**src/verilog/cai_regs.vh**
```
// Function
// - the pc relative add appends two zero bits to its 23-bit immediate, sign-extends it to 32 bits and adds it to the instruction address.
// - the pc relative add clears the two low bits of the instruction address before adding.
// - the pc relative add always uses its own instruction address as base, even in a delay slot.
// - every 3-bit register code selects only registers 2 to 7, 16 and 17 through a fixed table.
// - 3-bit code 0 maps to register 16, code 1 to register 17, codes 2 to 7 to the same number.
// - all adds here wrap modulo 2^32 and never raise an overflow exception.
// - the stack based single register add zero-extends its 6-bit immediate shifted left by two and adds register 29.
// - the two register short add decodes its 3-bit code as 1,4,8,12,16,20,24,-1, sign-extends it and adds the source.
// - the stack pointer adjust decodes its 9-bit code as two's complement except 0,1,510,511 giving 256,257,-258,-257, then shifts left two and sign-extends.
// - the stack pointer adjust reads register 29, adds the amount and writes register 29.
// - the wide select short add sign-extends its 4-bit immediate and adds it to the selected register, writing it back.
// - the wide select short add uses a 5-bit register field reaching all 32 registers.
// - the three register short add adds two source registers and writes a third 3-bit selected register.
`ifndef CAI_REGS_VH
`define CAI_REGS_VH
`define CAI_OP_GROUP_E 6'h1b
`define CAI_OP_GROUP_D 6'h13
`define CAI_OP_GROUP_A 6'h01
`define CAI_OP_PC_ADD 6'h1e
`define CAI_SP_REG 5'h1d
`define CAI_KIND_NONE 7'h00
`define CAI_KIND_PC 7'h01
`define CAI_KIND_R1SP 7'h02
`define CAI_KIND_R2 7'h04
`define CAI_KIND_SP 7'h08
`define CAI_KIND_S5 7'h10
`define CAI_KIND_ADD3 7'h20
`endif

```
**src/verilog/cai_remap.v**
```verilog
`timescale 1ns/1ps
module cai_remap (
  input wire [2:0] code_in,
  output wire [4:0] reg_out
);
  // codes 0 and 1 reach the saved registers, the rest map straight
  assign reg_out = (code_in == 3'h0) ? 5'h10 :
                   (code_in == 3'h1) ? 5'h11 : {2'h0, code_in};
endmodule

```
**src/verilog/cai_exec.v**
```verilog
`timescale 1ns/1ps
`include "cai_regs.vh"
module cai_exec (
  input wire clk_in,
  input wire rstn_in,
  input wire ce_in,
  input wire insn_valid_in,
  input wire insn_wide_in,
  input wire [31:0] insn_in,
  input wire [31:0] insn_addr_in,
  input wire [31:0] rs_data_in,
  input wire [31:0] rt_data_in,
  output reg [4:0] rs_addr_out,
  output reg [4:0] rt_addr_out,
  output reg wr_en_out,
  output reg [4:0] wr_addr_out,
  output reg [31:0] wr_data_out,
  output reg [6:0] kind_out
);
  // stage one: decode and read; stage two: add and write back
  wire [15:0] h = insn_in[31:16];
  wire [4:0] x_hi;
  wire [4:0] x_mid;
  wire [4:0] x_lo;
  reg [6:0] kind_nxt;
  reg [6:0] kind_r;
  reg [4:0] rs_nxt;
  reg [4:0] rt_nxt;
  reg [4:0] dst_nxt;
  reg [4:0] dst_r;
  reg [31:0] imm_nxt;
  reg [31:0] imm_r;
  reg [31:0] base_r;
  reg use_pc_r;
  reg use_rt_r;

  // each 3-bit field gets its own copy of the table, so all three resolve in one cycle
  wire [8:0] code_all = {h[9:7], h[6:4], h[3:1]};
  wire [14:0] reg_all;
  genvar gi;
  generate
    for (gi = 0; gi < 3; gi = gi + 1) begin : g_remap
      cai_remap cai_remap_inst (
        .code_in(code_all[3*gi +: 3]),
        .reg_out(reg_all[5*gi +: 5])
      );
    end
  endgenerate
  assign x_lo = reg_all[4:0];
  assign x_mid = reg_all[9:5];
  assign x_hi = reg_all[14:10];

  function [31:0] r2_imm;
    input [2:0] c;
    begin
      case (c)
        3'h0: r2_imm = 32'h00000001;
        3'h7: r2_imm = 32'hffffffff;
        default: r2_imm = {27'h0, c, 2'h0};
      endcase
    end
  endfunction

  function [31:0] sp_imm;
    input [8:0] c;
    reg [9:0] v;
    begin
      case (c)
        9'h000: v = 10'h100;
        9'h001: v = 10'h101;
        9'h1fe: v = 10'h2fe;
        9'h1ff: v = 10'h2ff;
        default: v = {c[8], c};
      endcase
      sp_imm = {{20{v[9]}}, v, 2'h0};
    end
  endfunction

  // every immediate format is formed in parallel; the decoder only picks one
  wire [31:0] imm_pc = {{7{insn_in[22]}}, insn_in[22:0], 2'h0};
  wire [31:0] imm_r1sp = {24'h0, h[6:1], 2'h0};
  wire [31:0] imm_r2 = r2_imm(h[3:1]);
  wire [31:0] imm_sp = sp_imm(h[9:1]);
  wire [31:0] imm_s5 = {{28{h[4]}}, h[4:1]};

  always @* begin
    kind_nxt = `CAI_KIND_NONE;
    rs_nxt = 5'h0;
    rt_nxt = 5'h0;
    dst_nxt = 5'h0;
    imm_nxt = 32'h0;
    if (insn_valid_in && insn_wide_in) begin
      // only the pc relative add is decoded from the 32-bit form here
      if (insn_in[31:26] == `CAI_OP_PC_ADD) begin
        kind_nxt = `CAI_KIND_PC;
        dst_nxt = x_hi;
        imm_nxt = imm_pc;
      end
    end else if (insn_valid_in) begin
      case (h[15:10])
        // both register forms share this group; bit 0 splits them
        `CAI_OP_GROUP_E: begin
          if (h[0]) begin
            kind_nxt = `CAI_KIND_R1SP;
            rs_nxt = `CAI_SP_REG;
            dst_nxt = x_hi;
            imm_nxt = imm_r1sp;
          end else begin
            kind_nxt = `CAI_KIND_R2;
            rs_nxt = x_mid;
            dst_nxt = x_hi;
            imm_nxt = imm_r2;
          end
        end
        // stack adjust and 5-bit select add share this group
        `CAI_OP_GROUP_D: begin
          if (h[0]) begin
            kind_nxt = `CAI_KIND_SP;
            rs_nxt = `CAI_SP_REG;
            dst_nxt = `CAI_SP_REG;
            imm_nxt = imm_sp;
          end else begin
            kind_nxt = `CAI_KIND_S5;
            rs_nxt = h[9:5];
            dst_nxt = h[9:5];
            imm_nxt = imm_s5;
          end
        end
        // only the three register add of this group is handled here
        `CAI_OP_GROUP_A: begin
          if (!h[0]) begin
            kind_nxt = `CAI_KIND_ADD3;
            rs_nxt = x_lo;
            rt_nxt = x_mid;
            dst_nxt = x_hi;
          end else begin
            // bit 0 set belongs to another operation: no write
            kind_nxt = `CAI_KIND_NONE;
          end
        end
        default: kind_nxt = `CAI_KIND_NONE;
      endcase
    end
  end

  // a frozen enable holds both stages, so a stalled write stays on the pins
  reg [31:0] base_nxt;
  reg use_pc_nxt;
  reg use_rt_nxt;
  reg [31:0] op_a;
  reg [31:0] op_b;
  reg wr_en_nxt;
  reg [4:0] wr_addr_nxt;
  reg [31:0] wr_data_nxt;
  reg [6:0] kind_out_nxt;

  // stage one: adder routing is settled at decode time
  always @* begin
    // own address, never a branch target, in or out of a delay slot
    base_nxt = {insn_addr_in[31:2], 2'h0};
    use_pc_nxt = (kind_nxt == `CAI_KIND_PC);
    use_rt_nxt = (kind_nxt == `CAI_KIND_ADD3);
  end

  // stage two: operands meet the register file data read in this cycle
  always @* begin
    op_a = rs_data_in;
    op_b = imm_r;
    if (use_pc_r) begin
      op_a = base_r;
    end
    if (use_rt_r) begin
      op_b = rt_data_in;
    end
    wr_en_nxt = (kind_r != `CAI_KIND_NONE);
    wr_addr_nxt = dst_r;
    // 32-bit wrap, no carry out and no overflow trap
    wr_data_nxt = op_a + op_b;
    // no forwarding: back-to-back dependent adds must be bypassed outside
    kind_out_nxt = kind_r;
  end

  // stage one registers: decode result and read addresses
  always @(posedge clk_in or negedge rstn_in) begin
    if (!rstn_in) begin
      kind_r <= `CAI_KIND_NONE;
      dst_r <= 5'h0;
      imm_r <= 32'h0;
      base_r <= 32'h0;
      use_pc_r <= 1'b0;
      use_rt_r <= 1'b0;
      rs_addr_out <= 5'h0;
      rt_addr_out <= 5'h0;
    end else if (ce_in) begin
      kind_r <= kind_nxt;
      dst_r <= dst_nxt;
      imm_r <= imm_nxt;
      base_r <= base_nxt;
      use_pc_r <= use_pc_nxt;
      use_rt_r <= use_rt_nxt;
      rs_addr_out <= rs_nxt;
      rt_addr_out <= rt_nxt;
    end
  end

  // stage two registers: the write port
  always @(posedge clk_in or negedge rstn_in) begin
    if (!rstn_in) begin
      wr_en_out <= 1'b0;
      wr_addr_out <= 5'h0;
      wr_data_out <= 32'h0;
      kind_out <= `CAI_KIND_NONE;
    end else if (ce_in) begin
      wr_en_out <= wr_en_nxt;
      wr_addr_out <= wr_addr_nxt;
      wr_data_out <= wr_data_nxt;
      kind_out <= kind_out_nxt;
    end
  end
endmodule

```
**config.mk**
```make
export PLATFORM = sky130hd
export DESIGN_NAME = cai_exec
export DESIGN_NICKNAME = d
export VERILOG_FILES = /design/src/verilog/cai_remap.v /design/src/verilog/cai_exec.v
export VERILOG_INCLUDE_DIRS = /design/src /design/src/verilog
export SDC_FILE = /design/constraint.sdc
export NUM_CORES = 1
export LEC_CHECK = 0
export ABC_CLOCK_PERIOD_IN_PS = 4200
export BUFFER_PORTS_ARGS = -buffer_cell sky130_fd_sc_hd__buf_2
export CORE_MARGIN = 2
export CORE_UTILIZATION = 54
export DETAILED_ROUTE_END_ITERATION = 10
export PLACE_DENSITY = 0.91
export SKIP_LAST_GASP = 1
export SLEW_MARGIN = 20
export SYNTH_ARGS = -nofsm -noshare
export SYNTH_HDL_FRONTEND = slang
export SYNTH_SLANG_ARGS = --single-unit
```
**constraint.sdc**
```tcl
create_clock -name clk_in -period 4.2 [get_ports clk_in]
set_input_delay 0.21 -clock clk_in [delete_from_list [all_inputs] [get_ports clk_in]]
set_output_delay 0.21 -clock clk_in [all_outputs]
set_load 0.05 [all_outputs]
```
==> out/metrics.csv <==
stage;metric;value;unit
status;status;completed;
setup_path;Worst R2R Setup Slack;0.57;ns
grt;global-route wire length before repair;31730;microns
detailed_routing;DRC viols;0;
logic_synthesis;FF+latch count, synth;121;
logic_synthesis;Primary FF master, synth;dfrtp_1;
detailed_routing;vias per cell;6.006;
worst_hold_path;worst hold path class;in2reg;
floorplanning;DIE AREA;14500;sq um
power;internal power;0.002482;W
sta;final worst-path cycle share;0.8650;
clock_tree;total CTS buffers;17;
detailed_routing;routed len/inst;18.81;microns
logic_synthesis;Synth Area in XOR/XNOR;0.02754;
grt;residual overflow from global routing;0;
sta;final hold viol count;0;
grt;vias in the first global route;6466;
sta;Worst Hold Margin;0.01507;ns
logic_synthesis;post-synthesis sequential area ratio;0.4139;
setup_path;Setup crit start;use_pc_r$_DFFE_PN0P_;
clock_tree;maximum root-to-sink buffer count;2;
final_layout;Layout fillers;1005;
power;Clock power frac;0.481;
floorplanning;Die Y;120.4;microns
sta;slew margin rel.;0.5023;
sta;skew final;0.007459;ns
logic_synthesis;Simple-Gate Fraction of Synth Area;0.09663;
setup_path;critical path class;reg2reg;
logic_synthesis;syn_area_per_cell;10.41;sq um
worst_hold_path;min-delay src;insn_in[5];
final_layout;Non-Filler Instances;1066;
final_layout;Nets;1042;
detailed_routing;Pre-antenna DRT Iters;6;
clock_tree;Post-CTS Setup Inserts;0;
setup_path;CP endpoint kind;flop;
floorplanning;io pins;188;
logic_synthesis;post-synthesis mux area share;0.1811;
logic_synthesis;synthesized-area fraction occupied by adder cells;0.05576;
logic_synthesis;Synth area leaders;dfrtp_1, mux2_2, ha_1, a21oi_1, nand2_1;
final_layout;diode count;0;
logic_synthesis;Mapped Area;7316;sq um
floorplanning;Core Region;13240;sq um
clock_tree;clk sinks;121;
power;total power;0.003363;W
final_layout;Multi-input gate area;4070;sq um
job;max cap viols;0;
sta;RSZ-0062 raised after global routing;false;
setup_path;crit path launch type;flop;
floorplanning;initial core utilization;0.5524;
grt;GR Util All Layers;0.2797;
detailed_routing;Post-Route WL;20050;microns
placement;GP Congestion;0.9277;
detailed_routing;Routed Antenna Nets;0;
detailed_routing;initial drt markers;469;
logic_synthesis;EDFF count, synth;0;
floorplanning;die width;120.4;microns
power;power per cell area;372.0;nW/um^2
placement;# placed instances;1033;
sta;Worst-Margin Slew;0.7466;ns
clock_tree;clock root buffer;clkbuf_16;
power;peak supply drop;0.1976;mV
grt;largest net degree at the start of global routing;55;
sta;fmax;275.3;MHz
final_layout;Area Overhead vs Synth;23.58;%
final_layout;most frequent cells in the layout;buf_2, dfrtp_1, mux2_2, nand2_1, a21oi_1;
placement;Port Buffers;183;
logic_synthesis;main combinational cell family by area after synthesis;compound AO/OA/AOI/OAI gates;
power;part of the power in combinational logic;0.143;
logic_synthesis;leading area contributor after synthesis;dfrtp_1;
sta;min cycle time layout;3.633;ns
logic_synthesis;Post-Synthesis Cells;703;
logic_synthesis;Yosys cell types;65;
placement;Detail Placement HPWL;14360;microns
power;Pleak;4.435;nW
clock_tree;H-Tree Depth;4;
final_layout;most common cell after layout, fill and taps aside;buf_2;
setup_path;Req. time, crit path;4.51;ns
power;switch share;0.2618;
setup_path;Max FO, Critical Path;16;
logic_synthesis;Ys Warns;0;
setup_path;R2R Path Start;use_pc_r$_DFFE_PN0P_;
logic_synthesis;Async SR Flop Fraction;1.000;
detailed_routing;Via Count;6402;
sta;post-route setup TNS;0;ns
final_layout;share of layout cells above drive strength 1;0.3944;
floorplanning;FP Rows;42;
logic_synthesis;Synth top area share;0.4139;
power;Psw;0.0008806;W
sta;Setup violations, final;0;
clock_tree;clock-pin slew on the worst setup and hold paths;0.06;ns
sta;max-slew violation count;0;
setup_path;Critical Path AT;3.94;ns
final_layout;Reg area;3028;sq um
clock_tree;Worst-Skew Late Latency;0.43;ns
power;register share of total power;0.376;
logic_synthesis;Synth Area in Compound Gates;0.1931;
clock_tree;CTS tree;yes;
grt;initial antenna violation count;0;
## worst paths after layout
path | end | cells after the start
setup / recovery | wr_data_out[19]$_DFFE_PN0P_ | 10
hold / removal | imm_r[7]$_DFFE_PN0P_ | 2
setup reg to reg | wr_data_out[19]$_DFFE_PN0P_ | 10
hold reg to reg | imm_r[1]$_DFFE_PN0P_ | 1
max in group asynchronous | wr_data_out[29]$_DFFE_PN0P_ | 3
min in group asynchronous | base_r[19]$_DFFE_PN0P_ | 2
## registers in the layout, summed over array words and instances, names as in the netlist, 4 cells and up
signal / cells
wr_data_out: 32
base_r: 30
imm_r: 25
kind_out: 6
kind_out_nxt: 6
dst_r: 5
rs_addr_out: 5
wr_addr_out: 5
rt_addr_out: 4
## layout make-up
| class | instances | area share |
|---|---|---|
| inverter | 15 | 0.006228 |
| tap | 176 | 0.02436 |
| sequential | 121 | 0.3349 |
| timing repair buffer | 195 | 0.1121 |
| clock inverter | 12 | 0.02173 |
| clock buffer | 20 | 0.05051 |
| multi-input combinational | 527 | 0.4502 |
## critical path, cell delays in order, from the launching register on
cell and delay (ns):
dfrtp_1 0.82, buf_4 0.27, mux2_2 0.35, ha_1 0.39, a21oi_1 0.28, o21ai_1 0.16, a21o_1 0.18, and2_1 0.22
nor3_1 0.42, xnor2_1 0.13, mux2_2 0.27
## power groups by stage
stage	Combinational (W)	Clock (W)	Sequential, W
after floorplan	0.000189	0	0.00140
after global placement	0.000468	0	0.00128
after detailed placement	0.000478	0	0.00128
after CTS	0.000483	0.00163	0.00126
after global routing	0.000517	0.00169	0.00127
final	0.000482	0.00162	0.00126
## timing repair
| item | 4_1_cts | 5_1_grt |
|---|---|---|
| endpoints found under the hold margin | 52 | 0 |
| gates resized for setup | 0 | 0 |
| hold buffers | 1 | 0 |
## metrics by stage
stage	setup slack [ns]	cell area [sq um]	utilization
2_1_floorplan	0.9579	7320	-
3_3_place_gp	0.6589	8378	0.6327
3_5_place_dp	0.6450	8378	0.6327
4_1_cts	0.6172	9041	0.6827
5_1_grt	0.4158	9041	0.6827
6_report	0.5670	9041	0.6827
## cell usage after synthesis (2+ instances only)
| cell | n |
|---|---|
| dfrtp_1 | 121 |
| mux2_2 | 115 |
| nand2_1 | 65 |
| a21oi_1 | 53 |
| nor2_1 | 40 |
| clkbuf_1 | 33 |
| o21ai_0 | 33 |
| ha_1 | 31 |
| a221o_1 | 23 |
| a21o_1 | 17 |
| inv_1 | 15 |
| xnor2_1 | 15 |
| nor3_1 | 10 |
| o2bb2ai_1 | 10 |
| nand3_1 | 9 |
| xor2_1 | 8 |
| nand4_1 | 7 |
| a22oi_1 | 6 |
| nor2b_1 | 6 |
| a31oi_1 | 5 |
| o21bai_1 | 5 |
| a22o_1 | 4 |
| and3_1 | 4 |
| buf_2 | 4 |
| a211o_1 | 3 |
| a211oi_1 | 3 |
| mux2i_1 | 3 |
| o211ai_1 | 3 |
| o21a_1 | 3 |
| o21ai_1 | 3 |
| o31ai_1 | 3 |
| a21boi_0 | 2 |
| a31o_2 | 2 |
| and2_1 | 2 |
| buf_4 | 2 |
| nand2b_1 | 2 |
| nand4b_1 | 2 |
| nor4_1 | 2 |
| o221ai_1 | 2 |
| o32ai_1 | 2 |
## metal layers
layer | global-route usage | part of all wire | up-vias
li1 | - | - | 2975
met1 | 0.3409 | 0.41 | 3083
met2 | 0.4774 | 0.49 | 301
met3 | 0.07123 | 0.078 | 43
met4 | 0.1054 | 0.025 | 0
met5 | 0 | 0 | -
## kinds of logic (layout without fill, tap and decap cells)
kind of cell / count (synthesis) / in the layout
AO/OA/AOI/OAI: 197 / 197
AND/OR/NAND/NOR: 155 / 155
flip-flops: 121 / 121
multiplexers: 118 / 118
buffers and inverters: 56 / 242
adder cells (fa/ha/maj): 32 / 32
XOR/XNOR: 23 / 23
other: 1 / 2
(Power assumes the default switching activity.)
